File: src/alu_pkg.sv
package alu_pkg;

  // ********************************
  // operation codes
  // ********************************
  typedef enum logic [4:0] {
    ALU_OP_ADD,
    ALU_OP_ADC,
    ALU_OP_SUB,
    ALU_OP_SUB_IMM,
    ALU_OP_REG_SUB_WITH_BORROW,
    ALU_OP_SUB_IMM_WITH_BORROW,
    ALU_OP_AND,
    ALU_OP_AND_WITH_IMM,
    ALU_OP_OR,
    ALU_OP_OR_WITH_IMM,
    ALU_OP_REG_XOR,
    ALU_OP_SET_MASK_BITS,
    ALU_OP_CLEAR_MASK_BITS,
    ALU_OP_ONES_COMPLEMENT,
    ALU_OP_TWOS_COMPLEMENT,
    ALU_OP_ADD_IMM_TO_PAIR,
    ALU_OP_SUB_IMM_FROM_PAIR
  } alu_op_type;

  // ********************************
  // status flag positions
  // ********************************
  localparam int ALU_FLAG_C = 0;
  localparam int ALU_FLAG_Z = 1;
  localparam int ALU_FLAG_N = 2;
  localparam int ALU_FLAG_V = 3;
  localparam int ALU_FLAG_S = 4;
  localparam int ALU_FLAG_H = 5;
  localparam int ALU_NFLAGS = 6;

  // ********************************
  // flag masks and constants
  // ********************************
  localparam logic [5:0] ALU_MASK_ARITH = 6'h3F;
  localparam logic [5:0] ALU_MASK_WORD = 6'h1F;
  localparam logic [5:0] ALU_MASK_LOGIC = 6'h1E;
  localparam logic [5:0] ALU_MASK_NONE = 6'h00;
  localparam logic [7:0] ALU_ALL_ONES = 8'hFF;
  localparam logic [1:0] ALU_CYC_SINGLE = 2'h1;
  localparam logic [1:0] ALU_CYC_WORD = 2'h2;

endpackage

File: src/alu_res_if.sv
interface alu_res_if;
  import alu_pkg::*;
  logic [15:0] result;
  logic [5:0] flags;
  logic [5:0] flag_mask;
  logic is_word;

  modport core (output result, output flags, output flag_mask, output is_word);
  modport user (input result, input flags, input flag_mask, input is_word);
endinterface

File: src/alu_core.sv
// Notes on behaviour
// - add_imm_to_pair adds a constant to a 16-bit pair; Z,C,N,V,S; two cycles.
// - register subtract writes destination minus source; all six flags; one cycle.
// - sub_imm_with_borrow subtracts constant and carry; all six flags; one cycle.
// - sub_imm_from_pair subtracts a constant from a pair; Z,C,N,V,S; two cycles.
// - and_with_imm ANDs constant into destination; Z,N,V,S; one cycle.
// - or_with_imm ORs constant into destination; Z,N,V,S; one cycle.
// - set_mask_bits ORs mask into destination; Z,N,V,S; one cycle.
// - clear_mask_bits ANDs destination with inverted mask; Z,N,V,S; one cycle.
module alu_core
  import alu_pkg::*;
(
  // clock and reset
  input wire logic mclk,
  input wire logic sys_rst,
  // request from the decoder
  input wire logic start,
  input wire alu_op_type op,
  input wire logic [7:0] dst_val,
  input wire logic [7:0] source_register,
  input wire logic [7:0] imm_val,
  input wire logic [15:0] pair_val,
  input wire logic [5:0] sreg_in,
  // answer to the register file
  output logic busy,
  output logic done,
  output logic [15:0] result,
  output logic is_word,
  output logic [5:0] sreg_out
);

  typedef enum logic [1:0] {ST_IDLE, ST_WORD, ST_DONE} alu_state_type;

  typedef struct packed {
    alu_state_type st;
    logic [15:0] result;
    logic [5:0] sreg;
    logic is_word;
    logic done;
  } alu_regs_type;

  alu_regs_type cur_ff;
  alu_regs_type nxt_cur;
  logic [7:0] opd_b;
  logic [15:0] wres_ff;
  logic [5:0] wflags_ff;
  logic [15:0] nxt_wres;
  logic [5:0] nxt_wflags;

  alu_res_if res ();

  // ********************************
  // operand selection
  // ********************************
  // immediate forms take the constant, register forms the source
  always_comb begin
    unique case (op)
      ALU_OP_SUB_IMM, ALU_OP_SUB_IMM_WITH_BORROW, ALU_OP_AND_WITH_IMM,
      ALU_OP_OR_WITH_IMM, ALU_OP_SET_MASK_BITS, ALU_OP_CLEAR_MASK_BITS: opd_b = imm_val;
      default: opd_b = source_register;
    endcase
  end

  alu_calc u_calc (
    .op(op),
    .opd_a(dst_val),
    .opd_b(opd_b),
    .pair(pair_val),
    .imm6(imm_val[5:0]),
    .carry_in(sreg_in[ALU_FLAG_C]),
    .res(res)
  );

  // ********************************
  // sequencing
  // ********************************
  // word ops hold their result one extra cycle to give the two-cycle timing
  always_comb begin
    nxt_cur = cur_ff;
    nxt_cur.done = 1'b0;
    nxt_wres = wres_ff;
    nxt_wflags = wflags_ff;
    unique case (cur_ff.st)
      ST_IDLE, ST_DONE: begin
        nxt_cur.st = ST_IDLE;
        if (start) begin
          if (res.is_word) begin
            nxt_cur.st = ST_WORD;
            nxt_wres = res.result;
            nxt_wflags = (sreg_in & ~res.flag_mask) | (res.flags & res.flag_mask);
          end else begin
            nxt_cur.done = 1'b1;
            nxt_cur.result = res.result;
            nxt_cur.is_word = 1'b0;
            nxt_cur.sreg = (sreg_in & ~res.flag_mask) | (res.flags & res.flag_mask);
          end
        end
      end
      ST_WORD: begin
        nxt_cur.st = ST_DONE;
        nxt_cur.done = 1'b1;
        nxt_cur.result = wres_ff;
        nxt_cur.is_word = 1'b1;
        nxt_cur.sreg = wflags_ff;
      end
      default: nxt_cur.st = ST_IDLE;
    endcase
  end

  always_ff @(posedge mclk or posedge sys_rst) begin
    if (sys_rst) begin
      cur_ff <= '{st: ST_IDLE, result: 16'h0000, sreg: 6'h00, is_word: 1'b0, done: 1'b0};
      wres_ff <= 16'h0000;
      wflags_ff <= 6'h00;
    end else begin
      cur_ff <= nxt_cur;
      wres_ff <= nxt_wres;
      wflags_ff <= nxt_wflags;
    end
  end

  // ********************************
  // outputs
  // ********************************
  assign busy = (cur_ff.st == ST_WORD);
  assign done = cur_ff.done;
  assign result = cur_ff.result;
  assign is_word = cur_ff.is_word;
  assign sreg_out = cur_ff.sreg;
endmodule

File: src/alu_calc.sv
module alu_calc
  import alu_pkg::*;
(
  // operation and operands
  input wire alu_op_type op,
  input wire logic [7:0] opd_a,
  input wire logic [7:0] opd_b,
  input wire logic [15:0] pair,
  input wire logic [5:0] imm6,
  input wire logic carry_in,
  // combinational result
  alu_res_if.core res
);

  // ********************************
  // shared arithmetic helpers
  // ********************************
  // 8-bit add or subtract with all six flags
  function automatic logic [13:0] add8(input logic [7:0] a, input logic [7:0] b,
                                       input logic ci, input logic sub);
    logic [8:0] s;
    logic [4:0] lo;
    logic [7:0] bb;
    logic [5:0] f;
    bb = sub ? ~b : b;
    s = {1'b0, a} + {1'b0, bb} + {8'h00, (sub ? ~ci : ci)};
    lo = {1'b0, a[3:0]} + {1'b0, bb[3:0]} + {4'h0, (sub ? ~ci : ci)};
    f = '0;
    f[ALU_FLAG_C] = sub ? ~s[8] : s[8];
    f[ALU_FLAG_H] = sub ? ~lo[4] : lo[4];
    f[ALU_FLAG_N] = s[7];
    f[ALU_FLAG_Z] = (s[7:0] == 8'h00);
    f[ALU_FLAG_V] = (a[7] == bb[7]) && (s[7] != a[7]);
    f[ALU_FLAG_S] = f[ALU_FLAG_N] ^ f[ALU_FLAG_V];
    return {f, s[7:0]};
  endfunction

  // logic result flags: overflow cleared
  function automatic logic [13:0] logic8(input logic [7:0] r);
    logic [5:0] f;
    f = '0;
    f[ALU_FLAG_N] = r[7];
    f[ALU_FLAG_Z] = (r == 8'h00);
    f[ALU_FLAG_S] = r[7];
    return {f, r};
  endfunction

  logic [13:0] t;
  logic [16:0] w;

  // ********************************
  // result selection
  // ********************************
  always_comb begin
    t = '0;
    w = '0;
    res.flag_mask = ALU_MASK_ARITH;
    res.is_word = 1'b0;
    unique case (op)
      ALU_OP_ADD: t = add8(opd_a, opd_b, 1'b0, 1'b0);
      ALU_OP_ADC: t = add8(opd_a, opd_b, carry_in, 1'b0);
      ALU_OP_SUB: t = add8(opd_a, opd_b, 1'b0, 1'b1);
      ALU_OP_SUB_IMM: t = add8(opd_a, opd_b, 1'b0, 1'b1);
      ALU_OP_REG_SUB_WITH_BORROW: t = add8(opd_a, opd_b, carry_in, 1'b1);
      ALU_OP_SUB_IMM_WITH_BORROW: t = add8(opd_a, opd_b, carry_in, 1'b1);
      ALU_OP_TWOS_COMPLEMENT: t = add8(8'h00, opd_a, 1'b0, 1'b1);
      ALU_OP_AND, ALU_OP_AND_WITH_IMM: begin
        t = logic8(opd_a & opd_b);
        res.flag_mask = ALU_MASK_LOGIC;
      end
      ALU_OP_OR, ALU_OP_OR_WITH_IMM, ALU_OP_SET_MASK_BITS: begin
        t = logic8(opd_a | opd_b);
        res.flag_mask = ALU_MASK_LOGIC;
      end
      ALU_OP_REG_XOR: begin
        t = logic8(opd_a ^ opd_b);
        res.flag_mask = ALU_MASK_LOGIC;
      end
      ALU_OP_CLEAR_MASK_BITS: begin
        t = logic8(opd_a & (ALU_ALL_ONES - opd_b));
        res.flag_mask = ALU_MASK_LOGIC;
      end
      ALU_OP_ONES_COMPLEMENT: begin
        t = logic8(ALU_ALL_ONES - opd_a);
        t[8 + ALU_FLAG_C] = 1'b1;
        res.flag_mask = ALU_MASK_WORD;
      end
      ALU_OP_ADD_IMM_TO_PAIR, ALU_OP_SUB_IMM_FROM_PAIR: begin
        res.is_word = 1'b1;
        res.flag_mask = ALU_MASK_WORD;
        if (op == ALU_OP_ADD_IMM_TO_PAIR) begin
          w = {1'b0, pair} + {11'h000, imm6};
        end else begin
          w = {1'b0, pair} - {11'h000, imm6};
        end
      end
      default: res.flag_mask = ALU_MASK_NONE;
    endcase
  end

  // ********************************
  // word flags and outputs
  // ********************************
  always_comb begin
    res.result = {8'h00, t[7:0]};
    res.flags = t[13:8];
    if (res.is_word) begin
      res.result = w[15:0];
      res.flags = '0;
      res.flags[ALU_FLAG_Z] = (w[15:0] == 16'h0000);
      res.flags[ALU_FLAG_N] = w[15];
      res.flags[ALU_FLAG_C] = w[16];
      // overflow: sign of the pair flips the wrong way
      res.flags[ALU_FLAG_V] = (op == ALU_OP_ADD_IMM_TO_PAIR) ? (~pair[15] & w[15])
                                                             : (pair[15] & ~w[15]);
      res.flags[ALU_FLAG_S] = res.flags[ALU_FLAG_N] ^ res.flags[ALU_FLAG_V];
    end
  end

endmodule

File: config.mk
export PLATFORM = sky130hd
export DESIGN_NAME = alu_core
export DESIGN_NICKNAME = d
export VERILOG_FILES = /design/src/alu_pkg.sv /design/src/alu_res_if.sv /design/src/alu_core.sv /design/src/alu_calc.sv
export SDC_FILE = /design/constraint.sdc
export NUM_CORES = 1
export LEC_CHECK = 0
export ABC_AREA = 0
export ABC_CLOCK_PERIOD_IN_PS = 4400
export BUFFER_PORTS_ARGS = -buffer_cell sky130_fd_sc_hd__buf_2
export CORE_MARGIN = 8
export CORE_UTILIZATION = 50
export DETAILED_ROUTE_END_ITERATION = 16
export PLACE_DENSITY = 0.8
export SLEW_MARGIN = 30
export SYNTH_ARGS = -nofsm -noshare
export SYNTH_HDL_FRONTEND = slang
export SYNTH_SLANG_ARGS = --single-unit
File: constraint.sdc
create_clock -name mclk -period 4.4 [get_ports mclk]
set_input_delay 0.22 -clock mclk [delete_from_list [all_inputs] [get_ports mclk]]
set_output_delay 0.22 -clock mclk [all_outputs]
set_load 0.005 [all_outputs]
-- Word-level counts from Yosys, hierarchy flattened
Cells that the tools add are included.
- flip-flop bits (word level): 48
- input port bits: 54
- output and inout bits: 25
- word-level logic and storage cells: 122
- $add $sub $neg: 16
- equal/unequal tests: 26
- mux-type cells: 14
- bitwise operators: 28
- reductions and logical operators: 31
- operator list (cell ; count):
    one-hot mux 14 bit (10 select lines) ; 1
    logical NOT 8 bit ; 10
    one-hot mux 24 bit (2 select lines) ; 1
    equality test 5 x 4 -> 1 bit (second input constant) ; 8
    two-way mux 17 bit ; 2
    two-way mux 26 bit ; 1
    two-way mux 24 bit ; 1
    equality test 5 x 3 -> 1 bit (second input constant) ; 4
    adder 8 x 8 -> 9 bit ; 2
    adder 9 x 1 -> 9 bit ; 2
    one-hot mux 6 bit (3 select lines) ; 1
    adder 16 x 6 -> 17 bit ; 1
    subtractor 16 x 6 -> 17 bit ; 1
    bitwise AND 8 bit ; 2
    logical NOT 16 bit ; 1
    two-way mux 16 bit ; 1
    NOT 8 bit ; 2
    subtractor 8 bit (first input constant) ; 2
    OR reduction 7 bit ; 2
    bitwise AND 6 bit ; 2
    adder 4 x 4 -> 5 bit ; 2
    adder 5 x 1 -> 5 bit ; 2
    equality test 5 x 2 -> 1 bit (second input constant) ; 2
    NOT 1 bit ; 10
    29 further kinds ; 52

-- Depth between registers and ports, before layout
- depth after elaboration: 16
- gate-level depth with buffers: 21
- mapped depth without buffers: 20

-- Hierarchy
Synthesis repeated with hierarchy kept, for this count alone.
- cell total of the unflattened synthesis: 801
- area, all modules: 6416.2 um^2
- modules (own cells, without submodules) (module ; times used ; cells each ; area each (um^2) ; sequential area each (um^2)):
    alu_calc ; 1 ; 581 ; 3948.8 ; 0.0
    alu_core ; 1 ; 220 ; 2467.4 ; 1201.2

-- Worst setup path after synthesis
No wires, ideal clock.
- path type: input port to flip-flop
- start point: in op[0]
- end point: reg cur_ff, in the netlist sreg_out[2]
- library setup time: 0.126 ns
- data arrival time: 4.361 ns
- required time: 4.274 ns
- path slack: -0.088 ns
- stages: 20
- buffers on the path: 2
- path through: clkbuf_1 -> or2_1 -> mux2i_1 -> nand2_1 -> o31a_1 -> nor2_1 -> mux2_2 -> inv_1 -> ha_1 -> fa_1 -> nand2b_1 -> a21oi_1 -> xnor2_1 -> clkbuf_1 -> and3_1 -> a21oi_1 -> o31a_1 -> a311oi_1 -> a21oi_1 -> a221o_1
- cells in the longest elaborated chain, start to end: 13
- elaborated cells between the ends (all ways): 53
- classes of those cells: add/sub (6); eq/ne (17); mux (10); bitwise (9); reduce/logical (11)
- ends and longest elaborated chain (what ; RTL line ; source):
    start: declaration ; alu_core.sv:18 ; input wire alu_op_type op,
    equality test 5 x 2 -> 1 bit (tied with other cells) ; alu_core.sv:57, alu_calc.sv:59 ;
    OR reduction 6 bit ; alu_core.sv:57 ; unique case (op)
    two-way mux 8 bit ; alu_core.sv:57 ;
    NOT 8 bit ; n/a ;
    adder 8 x 8 -> 9 bit ; alu_calc.sv:26 ; s = {1'b0, a} + {1'b0, bb} + {8'h00, (sub ? ~ci : ci)};
    adder 9 x 1 -> 9 bit ; alu_calc.sv:26 ;
    one-hot mux 14 bit (10 select lines) ; alu_calc.sv:59 ; unique case (op)
    two-way mux 6 bit ; alu_calc.sv:107 ; if (res.is_word) begin
    bitwise AND 6 bit ; alu_core.sv:95 ; nxt_cur.sreg = (sreg_in & ~res.flag_mask) | (res.flags & res.flag_mask);
    OR 6 bit ; alu_core.sv:95 ;
    two-way mux 24 bit ; alu_core.sv:87 ; if (res.is_word) begin
    two-way mux 26 bit ; alu_core.sv:86 ; if (start) begin
    one-hot mux 24 bit (2 select lines) ; alu_core.sv:83 ; unique case (cur_ff.st)
    end signal: assignment ; alu_core.sv:112 ; cur_ff <= '{st: ST_IDLE, result: 16'h0000, sreg: 6'h00, is_word: 1'b0, done: 1'b0};
    end signal: assignment ; alu_core.sv:116 ; cur_ff <= nxt_cur;
    end: declaration ; alu_core.sv:42 ; alu_regs_type cur_ff;
Several ways; a longest one is shown, not always the timed one. The select of a mux whose other input is x is not followed.
A chain may end at the register's enable or synchronous reset.

-- Worst setup path in the final report
- start point: in op[0]
- end point: reg cur_ff, in the netlist result[6]
- cells in the longest elaborated chain, start to end: 11
- elaborated cells between the ends (all ways): 45
- classes of those cells: add/sub (6); eq/ne (17); mux (9); bitwise (5); reduce/logical (8)
- ends and longest elaborated chain (what ; RTL line):
    equality test 5 x 2 -> 1 bit (tied with other cells) ; alu_core.sv:57, alu_calc.sv:59
    OR reduction 6 bit ; alu_core.sv:57
    two-way mux 8 bit ; alu_core.sv:57
    NOT 8 bit ; n/a
    adder 8 x 8 -> 9 bit ; alu_calc.sv:26
    adder 9 x 1 -> 9 bit ; alu_calc.sv:26
    one-hot mux 14 bit (10 select lines) ; alu_calc.sv:59
    two-way mux 16 bit ; alu_calc.sv:107
    two-way mux 24 bit ; alu_core.sv:87
    two-way mux 26 bit ; alu_core.sv:86
    one-hot mux 24 bit (2 select lines) ; alu_core.sv:83
Several ways; a longest one is shown, not always the timed one. The select of a mux whose other input is x is not followed.

==> results.yml <==
placement:
  numPortBuffers: 78
  dp_hpwl_microns: 16100
  post_dp_cell_area_sq_mm: 0.00653
  routability_congestion_estimate_from_global_placement: 1.04
floorplanning:
  dieWidth_microns: 124
  floorplan.die_area_sq_mm: 0.0155
  num_rows: 39
  coreArea_sq_mm: 0.0114
  die_y_microns: 124
  boundary_pin_count: 79
  initial_core_util: 0.514
power:
  power.ir.vdd_worst_v: 0.000280
  p_leak_nw: 3.11
  power-per-cell-area_mw_per_mm2: 286
  finalPower_mw: 1.92
clock_tree:
  tritoncts: "done"
  tritoncts.num_buffers: 5
  tritoncts_num_sinks: 48
  cts_repair_resize_count: 0
  clk_pin_slew_worst_paths_ns: 0.07
  ctsHoldBuffers: 0
  postCtsSetupBuffers: 0
  clockBufferDepth: 2
  clock_insertion_delay_worst_skew_ns: 0.29
  cell_chosen_for_the_clock_root: "clkbuf_16"
  htree_num_levels: 2
global_route:
  number_of_antenna_violations_at_the_first_check_in_global_routing: 0
  grt_overflow: 0
  first_global_vias: 5982
  global_routing_usage_summed_across_all_routing_layers: 0.245
  global_route_wire_length_before_repair_microns: 31600
  largest_net_degree_at_the_start_of_global_routing: 49
critical_path:
  worstPathArrival_ns: 4.18
  crit_type: "in2reg"
  required_ns: 4.53
  crit_path_end_kind: "register"
  critical_path_peak_fanout: 7
  critical_path.startpoint_type: "primary input"
synth:
  synth_seq_area_share: 0.205
  syn_std_cell_area_sq_mm: 0.00587
  synth-async-reset-ratio: 1.00
  synth_area_leader_cell: "dfrtp_1"
  synth.ff_latch_count: 48
  synth-edff-count: 0
  yosysUniqueCellTypes: 68
  yosys.area.top_type_share: 0.205
  post_synth.cell_area_avg_sq_um: 7.55
  synth.yosys.warnings: 0
  netlist_top_cells_area: "dfrtp_1 20%, ha_1 11%, nand2_1 6.0%, xnor2_1 4.9%, a21oi_1 4.1%"
  synth_nets: 888
  ys.flop_type: "dfrtp_1"
  syn-instance-count: 778
finish:
  fillCellCount: 1099
  fin_nets: 966
  post_route_cells_drive_above_1_share: 0.179
  final_area_sq_mm: 0.00670
  area_growth_pct: 14.1
  most_used_cells_in_the_layout_excluding_fill_and_tap_cells: "94 x nand2_1, 78 x buf_2, 63 x nor2_1"
  util_after_layout: 0.587
  n_antenna_cell: 0
  layout.cells.most_common: "nand2_1"
timing:
  totalNegativeSetupSlack_ns: 0
  worst_pin_slew_ns: 0.808
  final_hold_viol_count: 0
  fin_skew_ns: 0.00270
  rsz0062_at_grt: "no"
  finalMaxSlewViolations: 0
  timing.slew.headroom: 0.460
  setup_violations: 0
  achievable-frequency_mhz: 247
  finalHoldWorstSlack_ns: 0.0620
  final_min_period_over_clock_period: 0.920
  finalCriticalPeriod_ns: 4.05
hold_path:
  hold_path.class: "in2async"
detailed_routing:
  route.detailed.drc: 0
  wl_microns: 19700
  detailroute.via_count: 6255
  antenna_left: 0
  wire_per_inst_microns: 19.7
  viasPerCell: 6.26
  drt-initial-drc-count: 746
  firstDrtPassIters: 5
flow_run:
  cap_violations: 0
outcome:
  run_status: "finished, final reports clean"
[power breakdown]
group	switching, mW	internal, mW	leakage, nW	total, mW
combinational	0.529	0.386	2.40	0.915
clock	0.167	0.270	0.0804	0.437
sequential	0.0490	0.518	0.626	0.567
total	0.745	1.17	3.11	1.92
[registers in the layout, summed over array words and instances, names as in the netlist]
register,cells
wflags_ff,6
done,1
is_word,1
cur_ff,2
sreg_out,6
result,16
wres_ff,16
[per-layer routing]
layer | GRT usage | wire length [microns] | up-vias
li1 | - | - | 2982
met1 | 0.332 | 8590 | 2919
met2 | 0.385 | 8730 | 325
met3 | 0.0515 | 1990 | 29
met4 | 0.0631 | 429 | 0
met5 | 0 | 0 | -
[synthesized netlist by cell type, types with 7 or more instances]
library cell / instances
nand2_1: 94
o22ai_1: 14
a221oi_1: 9
inv_1: 44
a21o_1: 9
nand4_1: 10
a31oi_1: 10
xnor2_1: 33
mux2_2: 11
and3_1: 11
xor2_1: 17
nor3_1: 20
nor2b_1: 10
dfrtp_1: 48
a22oi_1: 11
nand3_1: 14
ha_1: 53
nor2_1: 64
or3_1: 8
o31ai_1: 7
a21oi_1: 48
o21ai_1: 20
clkbuf_1: 29
a211oi_1: 10
o21ai_0: 34
nand2b_1: 12
buf_4: 22
[final timing paths]
kind	cells past startpoint	to	startpoint	slack (ns)
worst max-delay path	21	result[6]	op[0]	0.35
worst min-delay path	2	wflags_ff[3]	sys_rst	0.06
worst max register to register	7	sreg_out[1]	cur_ff[24]	1.82
worst min register to register	1	is_word	is_word	0.47
max in group asynchronous	2	result[0]	sys_rst	3.86
min in group mclk	4	wres_ff[0]	pair_val[0]	0.31
[layout make-up]
class	count	area [sq um]	share of cell area
Multi-Input combinational cell	630	4220	0.629
Timing Repair Buffer	126	763	0.114
Clock inverter	3	46.3	0.00691
Sequential cell	48	1200	0.179
Clock buffer	5	125	0.0187
Tap cell	143	179	0.0267
Inverter	45	170	0.0254
[cell families (layout without fill, tap and decap cells)]
group           Yosys count  count (layout)  synth area share
simple gates            272             272             0.222
compound gates          236             236             0.268
buf+inv                 100             179            0.0782
fa+ha+maj                56              56             0.123
xor+xnor                 50              50            0.0746
flops                    48              48             0.205
mux                      16              16            0.0298
[per-stage QoR]
step,setup slack [ns],instances
final,0.352,1000
after global routing,0.00350,1000
after CTS,0.341,1000
after detailed placement,0.0514,992
after global placement,0.157,992
after floorplan,0.0407,778
[critical path, cell delays in order]
cell and delay, ns:
buf_2 0.12, or2_1 0.24, mux2i_1 0.14, nand2_1 0.07, o31a_1 0.11, nor2_2 0.21, buf_12 0.16, mux2_2 0.35
inv_1 0.12, fa_1 0.46, inv_1 0.10, ha_1 0.18, nand2_1 0.08, or3_1 0.30, o211ai_1 0.26, and3_1 0.25
o22ai_1 0.09, a221oi_1 0.39, o21ai_1 0.11, a21oi_1 0.12, o221ai_1 0.11
No activity file was read; power rests on OpenSTA's default activity.
